<file path="src/ebra_pkg.sv">
// Purpose: constants for the external bus ready and hold arbiter
// Assumes: 100 MHz system clock, clock output runs at half rate
// Notes: register offsets for classic Wishbone access
package ebra_pkg;
	localparam int CLK_PERIOD_NS = 10;
	localparam int HALF_CLOCK_PERIOD_NS = 10;
	localparam int HALF_CLOCK_CYCLES = (HALF_CLOCK_PERIOD_NS + CLK_PERIOD_NS - 1) / CLK_PERIOD_NS;
	localparam logic [3:0] ADDR_CTRL = 4'h0;
	localparam logic [3:0] ADDR_STATUS = 4'h4;
	localparam logic [3:0] ADDR_ACCESS = 4'h8;
	localparam int CTRL_WAIT_LSB = 0;
	localparam int CTRL_WAIT_W = 4;
	localparam int CTRL_DELAY_BIT = 4;
	localparam int CTRL_MUX_BIT = 5;
	localparam int CTRL_TRI_BIT = 6;
	localparam int CTRL_HOLD_EN_BIT = 7;
	localparam logic [7:0] CTRL_RESET = 8'h00;
	localparam logic [31:0] READ_ZERO = 32'h0000_0000;
	localparam logic [4:0] CS_IDLE = 5'h1f;
	localparam int CS_W = 5;
	typedef enum logic [3:0] {
		ST_IDLE, ST_ADDR, ST_DELAY, ST_WAITS, ST_SAMPLE, ST_MUXW, ST_TRIW, ST_RELEASE,
		ST_HELD, ST_REGAIN
	} ebra_state_t;
endpackage

</file>
<file path="src/ebra_top.sv">
// Purpose: external bus cycle control with ready wait states and hold arbitration
// Assumes: inputs synchronous to clk_i; software starts accesses through Wishbone
// Notes: all sequencing advances on rising clock output edges
`timescale 1ns/1ns
module ebra_top
	import ebra_pkg::*;
(
	input wire logic clk_i,
	input wire logic rst_i,
	input wire logic wb_cyc_i,
	input wire logic wb_stb_i,
	input wire logic wb_we_i,
	input wire logic [3:0] wb_adr_i,
	input wire logic [3:0] wb_sel_i,
	input wire logic [31:0] wb_dat_i,
	output logic [31:0] wb_dat_o,
	output logic wb_ack_o,
	input wire logic ready_n_i,
	input wire logic hold_n_i,
	input wire logic [CS_W-1:0] cs_sel_i,
	output logic clock_output_pin_o,
	output logic cmd_n_o,
	output logic cmd_write_o,
	output logic ale_o,
	output logic [CS_W-1:0] chip_select_lines_o,
	output logic [CS_W-1:0] chip_select_lines_oe_n_o,
	output logic bus_oe_n_o,
	output logic bus_grant_ack_o,
	output logic bus_regain_request_n_o,
	output logic cycle_done_o
);
	ebra_state_t state;
	logic rise;
	logic [7:0] ctrl;
	logic pending;
	logic pend_we;
	logic [CTRL_WAIT_W-1:0] wait_cnt;
	logic [31:0] cycle_count;
	logic [31:0] ready_waits;
	logic bus_start;
	logic wb_req;
	logic wb_wr;
	logic done_evt;

	ebra_clk_div i_ebra_clk_div (
		.clk_i(clk_i),
		.rst_i(rst_i),
		.clock_output_pin_o(clock_output_pin_o),
		.rise_o(rise)
	);

	assign wb_req = wb_cyc_i && wb_stb_i && !wb_ack_o;
	// register writes land on the ack edge
	assign wb_wr = wb_cyc_i && wb_stb_i && wb_we_i && wb_ack_o;
	assign bus_start = wb_wr && (wb_adr_i == ADDR_ACCESS) && wb_sel_i[0];
	assign done_evt = rise && (state == ST_SAMPLE) && !ready_n_i;

	// wishbone ack one cycle after request
	always_ff @(posedge clk_i) begin
		if (rst_i) begin
			wb_ack_o <= 1'b0;
		end else begin
			wb_ack_o <= wb_req;
		end
	end

	always_ff @(posedge clk_i) begin
		if (rst_i) begin
			wb_dat_o <= READ_ZERO;
		end else if (wb_req && !wb_we_i) begin
			case (wb_adr_i)
				ADDR_CTRL: wb_dat_o <= {24'h00_0000, ctrl};
				ADDR_STATUS: wb_dat_o <= {ready_waits[15:0], cycle_count[11:0],
					pending, bus_grant_ack_o, !bus_regain_request_n_o,
					state != ST_IDLE};
				default: wb_dat_o <= READ_ZERO;
			endcase
		end
	end

	always_ff @(posedge clk_i) begin
		if (rst_i) begin
			ctrl <= CTRL_RESET;
		end else if (wb_wr && wb_adr_i == ADDR_CTRL && wb_sel_i[0]) begin
			ctrl <= wb_dat_i[7:0];
		end
	end

	// access request, a start while pending is ignored, completion clears
	always_ff @(posedge clk_i) begin
		if (rst_i) begin
			pending <= 1'b0;
			pend_we <= 1'b0;
		end else if (bus_start && !pending) begin
			pending <= 1'b1;
			pend_we <= wb_dat_i[0];
		end else if (done_evt) begin
			pending <= 1'b0;
		end
	end

	// bus cycle and arbitration sequencer
	always_ff @(posedge clk_i) begin
		if (rst_i) begin
			state <= ST_IDLE;
			wait_cnt <= '0;
		end else if (rise) begin
			case (state)
				ST_IDLE: begin
					if (!hold_n_i && ctrl[CTRL_HOLD_EN_BIT]) begin
						state <= ST_RELEASE;
					end else if (pending) begin
						state <= ST_ADDR;
					end
				end
				ST_ADDR: begin
					wait_cnt <= ctrl[CTRL_WAIT_LSB +: CTRL_WAIT_W];
					state <= ctrl[CTRL_DELAY_BIT] ? ST_DELAY : ST_WAITS;
				end
				ST_DELAY: state <= ST_WAITS;
				ST_WAITS: begin
					if (wait_cnt == '0) begin
						state <= ST_SAMPLE;
					end else begin
						wait_cnt <= wait_cnt - 1'b1;
					end
				end
				ST_SAMPLE: begin
					if (!ready_n_i) begin
						state <= ctrl[CTRL_MUX_BIT] ? ST_MUXW : ST_IDLE;
					end
				end
				ST_MUXW: state <= ctrl[CTRL_TRI_BIT] ? ST_TRIW : ST_IDLE;
				ST_TRIW: state <= ST_IDLE;
				ST_RELEASE: state <= ST_HELD;
				ST_HELD: begin
					if (hold_n_i) begin
						state <= ST_REGAIN;
					end
				end
				ST_REGAIN: state <= ST_IDLE;
				default: state <= ST_IDLE;
			endcase
		end
	end

	// ready wait state counter, stays in sampling state while high
	always_ff @(posedge clk_i) begin
		if (rst_i) begin
			ready_waits <= '0;
			cycle_count <= '0;
		end else if (rise && state == ST_SAMPLE) begin
			if (ready_n_i) begin
				ready_waits <= ready_waits + 32'h0000_0001;
			end else begin
				cycle_count <= cycle_count + 32'h0000_0001;
			end
		end
	end

	// bus pin outputs from flip-flops
	always_ff @(posedge clk_i) begin
		if (rst_i) begin
			ale_o <= 1'b0;
			cmd_n_o <= 1'b1;
			cmd_write_o <= 1'b0;
			chip_select_lines_o <= CS_IDLE;
		end else begin
			ale_o <= (state == ST_ADDR);
			cmd_n_o <= !(state == ST_WAITS || state == ST_SAMPLE);
			cmd_write_o <= pend_we;
			if (state == ST_ADDR || state == ST_DELAY || state == ST_WAITS
				|| state == ST_SAMPLE) begin
				chip_select_lines_o <= ~cs_sel_i;
			end else begin
				chip_select_lines_o <= CS_IDLE;
			end
		end
	end

	// termination pulse
	always_ff @(posedge clk_i) begin
		if (rst_i) begin
			cycle_done_o <= 1'b0;
		end else begin
			cycle_done_o <= done_evt;
		end
	end

	// grant, float and regain request
	always_ff @(posedge clk_i) begin
		if (rst_i) begin
			bus_grant_ack_o <= 1'b0;
			bus_oe_n_o <= 1'b0;
			chip_select_lines_oe_n_o <= '0;
			bus_regain_request_n_o <= 1'b1;
		end else if (rise) begin
			if (state == ST_RELEASE) begin
				bus_grant_ack_o <= 1'b1;
				bus_oe_n_o <= 1'b1;
				chip_select_lines_oe_n_o <= '1;
			end else if (state == ST_REGAIN) begin
				bus_grant_ack_o <= 1'b0;
				bus_oe_n_o <= 1'b0;
				chip_select_lines_oe_n_o <= '0;
			end
			bus_regain_request_n_o <= !(state == ST_HELD && pending && !hold_n_i);
		end
	end
endmodule

</file>
<file path="src/ebra_clk_div.sv">
// Purpose: divides the system clock into clock output phases
// Assumes: clock output period is two half clock periods
// Notes: rise_o marks the rising clock output edge
`timescale 1ns/1ns
module ebra_clk_div
	import ebra_pkg::*;
(
	input wire logic clk_i,
	input wire logic rst_i,
	output logic clock_output_pin_o,
	output logic rise_o
);
	logic [3:0] cnt;
	always_ff @(posedge clk_i) begin
		if (rst_i) begin
			cnt <= 4'h0;
			clock_output_pin_o <= 1'b0;
		end else if (cnt == 4'(HALF_CLOCK_CYCLES - 1)) begin
			cnt <= 4'h0;
			clock_output_pin_o <= ~clock_output_pin_o;
		end else begin
			cnt <= cnt + 4'h1;
		end
	end
	assign rise_o = (cnt == 4'(HALF_CLOCK_CYCLES - 1)) && !clock_output_pin_o;
endmodule

</file>
<file path="config.mk">
export PLATFORM = sky130hd
export DESIGN_NAME = ebra_top
export DESIGN_NICKNAME = d
export VERILOG_FILES = /design/src/ebra_pkg.sv /design/src/ebra_top.sv /design/src/ebra_clk_div.sv
export SDC_FILE = /design/constraint.sdc
export NUM_CORES = 1
export LEC_CHECK = 0
export CAP_MARGIN = 20
export CORE_ASPECT_RATIO = 1.1
export CORE_MARGIN = 4
export CORE_UTILIZATION = 50
export DETAILED_ROUTE_END_ITERATION = 12
export DONT_BUFFER_PORTS = 1
export PLACE_DENSITY_LB_ADDON = 0.1
export SETUP_SLACK_MARGIN = 0.15
export SYNTH_ARGS = -nofsm -noshare
export SYNTH_HDL_FRONTEND = slang
export SYNTH_SLANG_ARGS = --single-unit
</file>
<file path="constraint.sdc">
create_clock -name clk_i -period 2.75 [get_ports clk_i]
set_input_delay 0.1375 -clock clk_i [delete_from_list [all_inputs] [get_ports clk_i]]
set_output_delay 0.1375 -clock clk_i [all_outputs]
set_load 0.01 [all_outputs]
</file>
==> flow_metrics.env, run 1 <==
export IMPL_outcome="finished, final reports clean"
export IMPL_cp_max_fo=10
export IMPL_core_area_um2=7960
export IMPL_drtIter0Drc=142
export IMPL_crit_path_start_kind="register"
export IMPL_drtAntennaViolNets=0
export IMPL_final_nets=526
export IMPL_insertion_delay_ps=370
export IMPL_p_clk_share_pct=38.0
export IMPL_die_area_um2=9750
export IMPL_synth_top_area_cell="dfxtp_1"
export IMPL_cap_violations=0
export IMPL_cts_max_path_buffers=2
export IMPL_worst_pin_slew_ps=743
export IMPL_die_width_um=94.5
export IMPL_power_leakage_nw=1.53
export IMPL_yosys_register_bits=95
export IMPL_grt_pass1_vias=3322
export IMPL_synthesis_nets=518
export IMPL_yosys_warnings=0
export IMPL_dp_cells=547
export IMPL_grt_pass1_wl_mm=16.6
export IMPL_cp_required_ps=3060
export IMPL_fin_tns_setup_ps=0
export IMPL_fin_cells=581
export IMPL_syn_area_per_cell_um2=8.93
export IMPL_worst_r2r_path_depth=6
export IMPL_io_buffer_count=0
export IMPL_antenna_found_initial=0
export IMPL_r2r_start="i_ebra_clk_div.cnt[0]"
export IMPL_worst_path_largest_cell_delay_ps=570
export IMPL_dr_pass1_iters=4
export IMPL_worstPathCellList="inv_1, ha_1, or4b_4, or4_4, or4_1, a21oi_1"
export IMPL_grt_remaining_overflow=0
export IMPL_cts_root_buf="clkbuf_8"
export IMPL_path_clk_slew_ps=90
export IMPL_seqPwrFrac_pct=57.9
export IMPL_yosysTopAreaCellShare_pct=46.2
export IMPL_drc=0
export IMPL_routedWlPerCell_um=17.1
export IMPL_hold_start="wb_adr_i[2]"
export IMPL_antenna_cells=0
export IMPL_postCtsSetupRepairBufs=0
export IMPL_critPathArrivalTime_ps=2710
export IMPL_ff2ff_setup_slack_ps=340
export IMPL_routed_wl_mm=9.95
export IMPL_synth_edf_count=0
export IMPL_ios=103
export IMPL_path_delay_family="simple AND/OR/NAND/NOR gates"
export IMPL_critical_path_buf_inv_count=1
export IMPL_cts_tree="done"
export IMPL_rsz0062_at_grt="false"
export IMPL_start_util_pct=51.7
export IMPL_hold_viol_final=0
export IMPL_mostFrequentLayoutCells="dfxtp_1, nor2_1, a21oi_1"
export IMPL_critPathKind="reg -> reg"
export IMPL_synth_async_sr_flop_share_pct=0
export IMPL_setup_viol=0
export IMPL_synthFlopType="dfxtp_1"
export IMPL_grt_max_degree=89
export IMPL_critPathSlowestCell="or4_4"
export IMPL_hold_class="in -> reg"
export IMPL_power_share_switching_pct=23.2
export IMPL_vias=3384
export IMPL_min_path_cells=3
export IMPL_p_per_area_nw_per_um2=520
export IMPL_slew_violations=0
export IMPL_syn_to_final_growth_pct=11.6
export IMPL_gp_congestion=0.874
export IMPL_p_sw_mw=0.555
export IMPL_post_dp_hpwl_mm=6.47
export IMPL_netlist_area_um2=4120
export IMPL_final_common_cell="dfxtp_1"
export IMPL_worstHoldEndpoint="wb_dat_o[5]"
export IMPL_worst_ir_drop_vdd_mv=0.305
export IMPL_row_count=34
export IMPL_fin_skew_ps=14.4
export IMPL_cts_buffers=9
export IMPL_timing_final_crit_share_pct=87.5
export IMPL_fmaxAchievable_mhz=416
export IMPL_synthCells=461
export IMPL_pwr_share_comb_pct=4.2
export IMPL_final_layout_size_suffix_gt1_share_pct=9.94
export IMPL_dieHeight_um=103
export IMPL_synth_seq_area_share_pct=46.2
export IMPL_critPathCaptureType="register"
export IMPL_cts_sinks=95
export IMPL_regToRegEndpoint="cycle_count[10]"
export IMPL_track_usage_pct=21.8
export IMPL_slew_headroom_pct=50.5
export IMPL_netlist_cell_type_count=52
export IMPL_synthTopCellsByArea="dfxtp_1, nor2_1, a22oi_1"
export IMPL_vias_per_cell=5.82
export IMPL_intPower_mw=1.83
export IMPL_htree_levels=3
export IMPL_period_needed_ps=2410
worst max path at each step:
| stage | slack (ps) | cells past startpoint | start | end |
|---|---|---|---|---|
| final | 340 | 6 | i_ebra_clk_div.cnt[0] | cycle_count[10] |
| after global routing | 210 | 6 | i_ebra_clk_div.cnt[0] | cycle_count[8] |
| after CTS | 160 | 6 | i_ebra_clk_div.cnt[0] | ready_waits[15] |
| after detailed placement | 180 | 6 | i_ebra_clk_div.cnt[0] | ready_waits[15] |
| after global placement | 230 | 6 | i_ebra_clk_div.cnt[0] | ready_waits[15] |
| after floorplan | 520 | 8 | i_ebra_clk_div.cnt[0] | cycle_count[7] |
routing by layer:
metal	GRT usage (%)	vias up	routed length [um]
met5	0	-	0
li1	-	1689	-
met4	8.66	0	194
met2	35.5	88	4520
met3	5.69	17	646
met1	27.6	1590	4600
final cells by class:
class                   count  area (um2)
well taps                 108         135
repair buffers             32         305
inverters                  13        48.8
clock buffers              10         128
flip-flops and latches     95        1900
fillers                   732        3360
multi-input cells         318        2010
clock inverters             5        60.1
sequential cells by signal (all words and copies together) (netlist names):
signal and count:
cycle_done_o 1, pending 1, pend_we 1, i_ebra_clk_div.clock_output_pin_o 1
ctrl 8, cmd_n_o 1, wb_ack_o 1, chip_select_lines_oe_n_o 1
bus_regain_request_n_o 1, ale_o 1, wb_dat_o 32, wait_cnt 4
cmd_write_o 1, cycle_count 12, i_ebra_clk_div.cnt 4, ready_waits 16
state 4, chip_select_lines_o 5
per-stage QoR:
stage | utilization [%] | power [mW] | worst slack (ps) | cell area, um2 | hold slack (ps)
2_1_floorplan | - | 1.48 | 520 | 4120 | 199
3_3_place_gp | 52.6 | 1.47 | 231 | 4190 | 200
3_5_place_dp | 52.6 | 1.47 | 177 | 4190 | 202
4_1_cts | 57.6 | 2.41 | 157 | 4580 | 0.355
5_1_grt | 57.7 | 2.47 | 215 | 4590 | 9.63
6_report | 57.7 | 2.39 | 344 | 4590 | 13.4
cells in the mapped netlist (all sizes together), types with 6 or more instances:
cell	number
a21oi	33
a22oi	24
buf	10
clkbuf	25
dfxtp	95
inv	13
mux2	7
mux2i	14
nand2	30
nand3	19
nand4	10
nor2	55
nor3	6
nor4	8
o21ai	14
o31ai	11
or3	13
or4	13
xor2	6
kinds of logic after synthesis:
family | count (synthesis) | share of synthesized area, %
adders and majority gates | 5 | 1.52
xor gates and xnor gates | 11 | 2.34
buffers and inverters | 48 | 5.08
DFF | 95 | 46.2
muxes | 21 | 5.32
and+or+nand+nor | 186 | 24.7
AOI/OAI and AO/OA | 95 | 14.8
power by group through the flow:
stage,logic (mW),clock network [mW],registers [mW]
6_report,0.0992,0.907,1.38
5_1_grt,0.108,0.979,1.38
4_1_cts,0.0982,0.927,1.38
3_5_place_dp,0.0540,0,1.42
3_3_place_gp,0.0536,0,1.42
2_1_floorplan,0.0675,0,1.42
worst reg2reg max path, cell delays in order (launching register included):
cell and delay [ps]:
dfxtp_1 350, inv_1 70, ha_1 170, or4b_4 560
or4_4 570, or4_1 480, a21oi_1 150
what timing repair did:
action / in CTS / in global routing
resized for setup: 0 / 2
setup endpoints to repair: 0 / 12
hold endpoints to repair: 93 / 0
hold buffers: 19 / 0
(Power assumes the default switching activity.)
==> inputs of run 2 (changes only) <==
Settings changed: CELL_PAD_IN_SITES_DETAIL_PLACEMENT set to 1, CELL_PAD_IN_SITES_GLOBAL_PLACEMENT set to 2, CORE_UTILIZATION 50 to 37, SYNTH_HIERARCHICAL set to 1.
==> flow_metrics.env, run 2 <==
export IMPL_dieHeight_um=118
export IMPL_io_buffer_count=0
export IMPL_outcome="finished, final reports clean"
export IMPL_die_width_um=108
export IMPL_rsz0062_at_grt="false"
export IMPL_yosysTopAreaCellShare_pct=46.6
export IMPL_gp_congestion=0.744
export IMPL_timing_final_crit_share_pct=84.6
export IMPL_dr_pass1_iters=4
export IMPL_final_layout_size_suffix_gt1_share_pct=6.32
export IMPL_synthTopCellsByCount="dfxtp_1, nor2_1, nand2_1"
export IMPL_fin_cells=602
export IMPL_drtAntennaViolNets=0
export IMPL_num_fill_cells=1240
export IMPL_synthFlopType="dfxtp_1"
export IMPL_cts_sinks=95
export IMPL_multiInputGateArea_um2=1990
export IMPL_post_dp_hpwl_mm=7.11
export IMPL_reg_largest_list="wb_dat_o (32), ready_waits (16), cycle_count (12)"
export IMPL_grt_max_degree=79
export IMPL_worst_pin_slew_ps=893
export IMPL_fin_tns_setup_ps=0
export IMPL_yosys_warnings=6
export IMPL_seq_area_um2=1900
export IMPL_drc=0
export IMPL_setup_viol=0
export IMPL_antenna_cells=0
export IMPL_ios=103
export IMPL_synth_async_sr_flop_share_pct=0
export IMPL_cp_max_fo=4
export IMPL_worstSetupEndpoint="cycle_count[11]"
export IMPL_critPathKind="reg -> reg"
export IMPL_synth_seq_area_share_pct=46.6
export IMPL_power_leakage_nw=1.60
export IMPL_vias_per_cell=5.55
export IMPL_largest_register="wb_dat_o"
export IMPL_path_clk_slew_ps=70
export IMPL_mostFrequentLayoutCells="dfxtp_1, nor2_1, nand2_1"
export IMPL_synthesis_nets=512
export IMPL_hold_class="in -> reg"
export IMPL_syn_area_per_cell_um2=8.97
export IMPL_slew_headroom_pct=40.5
export IMPL_synth_most_common_cell="dfxtp_1"
export IMPL_fmaxAchievable_mhz=430
export IMPL_period_needed_ps=2330
export IMPL_power_total_mw=2.94
export IMPL_track_usage_pct=17.3
export IMPL_cts_max_path_buffers=2
export IMPL_cts_root_buf="clkbuf_16"
export IMPL_cts_tree="done"
export IMPL_worst_ir_drop_vdd_mv=0.230
export IMPL_netlist_cell_type_count=58
export IMPL_r2r_start="i_ebra_clk_div/cnt[0]"
export IMPL_final_nets=513
export IMPL_grt_remaining_overflow=0
export IMPL_die_area_um2=12800
export IMPL_synth_top_area_cell="dfxtp_1"
export IMPL_insertion_delay_ps=340
export IMPL_antenna_found_initial=0
export IMPL_synth_edf_count=0
export IMPL_htree_levels=3
export IMPL_p_per_area_nw_per_um2=630
export IMPL_critPathCaptureType="register"
export IMPL_drtIter0Drc=99
export IMPL_cap_violations=0
export IMPL_grt_pass1_wl_mm=17.7
export IMPL_hold_viol_final=0
export IMPL_largest_reg_flops=32
export IMPL_synthTopCellsByArea="dfxtp_1, nor2_1, mux2i_1"
export IMPL_dp_cells=573
export IMPL_critPathArrivalTime_ps=2600
export IMPL_vias=3344
export IMPL_start_util_pct=38.5
export IMPL_crit_start="i_ebra_clk_div/cnt[0]"
export IMPL_cts_buffers=9
export IMPL_worst_r2r_path_depth=8
export IMPL_cp_required_ps=3020
export IMPL_fin_skew_ps=8.41
export IMPL_netlist_area_um2=4080
export IMPL_syn_to_final_growth_pct=14.5
export IMPL_core_area_um2=10600
export IMPL_fin_hold_ws_ps=14.3
export IMPL_row_count=39
export IMPL_final_common_cell="dfxtp_1"
export IMPL_synthCells=455
export IMPL_ff2ff_setup_slack_ps=420
export IMPL_routed_wl_mm=10.6
export IMPL_routedWlPerCell_um=17.6
export IMPL_utilization_pct=44.1
export IMPL_grt_pass1_vias=3398
export IMPL_yosys_register_bits=95
export IMPL_regToRegEndpoint="cycle_count[11]"
export IMPL_slew_violations=0
export IMPL_crit_path_start_kind="register"
-- run 2: cell type report --
| type | count | area share (%) |
|---|---|---|
| repair buffers | 19 | 4.23 |
| clock inverters | 4 | 2.57 |
| well taps | 143 | 3.83 |
| clock buffers | 10 | 4.90 |
| multi-input cells | 315 | 42.5 |
| inverters | 16 | 1.29 |
| flip-flops and latches | 95 | 40.7 |
-- run 2: kinds of logic (layout without fill, tap and decap cells) --
| logic type | count (synthesis) | after routing | synth area share, % |
|---|---|---|---|
| XOR/XNOR | 10 | 10 | 2.15 |
| flip-flops | 95 | 95 | 46.6 |
| buffers and inverters | 45 | 49 | 4.75 |
| adder cells (fa/ha/maj) | 5 | 5 | 1.53 |
| AND/OR/NAND/NOR | 175 | 175 | 23.4 |
| multiplexers | 21 | 21 | 5.18 |
| AO/OA/AOI/OAI | 104 | 104 | 16.4 |
-- run 2: metrics by stage --
| step | instance area (um2) | worst slack (ps) |
|---|---|---|
| after floorplan | 4080 | 435 |
| after global placement | 4160 | 448 |
| after detailed placement | 4160 | 408 |
| after CTS | 4670 | 369 |
| after global routing | 4670 | 222 |
| final | 4670 | 422 |
-- run 2: layer usage --
| metal | global-route usage (%) | wire length (um) |
|---|---|---|
| met5 | 0 | 0 |
| met4 | 5.92 | 142 |
| met1 | 21.6 | 4790 |
| met3 | 3.93 | 443 |
| met2 | 29.1 | 5240 |
-- run 2: worst min path at each step --
stage                     slack [ps]   startpoint                     end  cells past startpoint
after floorplan                  200  cs_sel_i[0]  chip_select_lines_o[0]                      1
after global placement           200  cs_sel_i[2]  chip_select_lines_o[2]                      1
final                             10  wb_adr_i[2]             wb_dat_o[6]                      2
after detailed placement         200  cs_sel_i[2]  chip_select_lines_o[2]                      1
after CTS                          5  wb_adr_i[2]             wb_dat_o[6]                      2
after global routing              30  wb_adr_i[2]             wb_dat_o[7]                      2
-- run 2: report_power, final --
group | switching (mW) | internal (mW)
Clock | 0.512 | 0.971
Combinational | 0.0466 | 0.0321
Sequential | 0.00326 | 1.38
Total | 0.562 | 2.38
-- run 2: timing repair --
| item | 4_1_cts | 5_1_grt |
|---|---|---|
| hold endpoints to repair | 87 | 0 |
| buffers inserted | 0 | 0 |
| hold buffers | 15 | 0 |
| setup endpoints to repair | 0 | 0 |
| resized for setup | 0 | 0 |
-- run 2: worst max-delay path, cell delays in order, from the launching register on --
cell	delay, ps
dfxtp_1	330
inv_1	60
ha_1	150
nand2b_1	70
nor3_1	300
nand4bb_1	300
or3_1	480
or4_1	420
a21oi_1	140
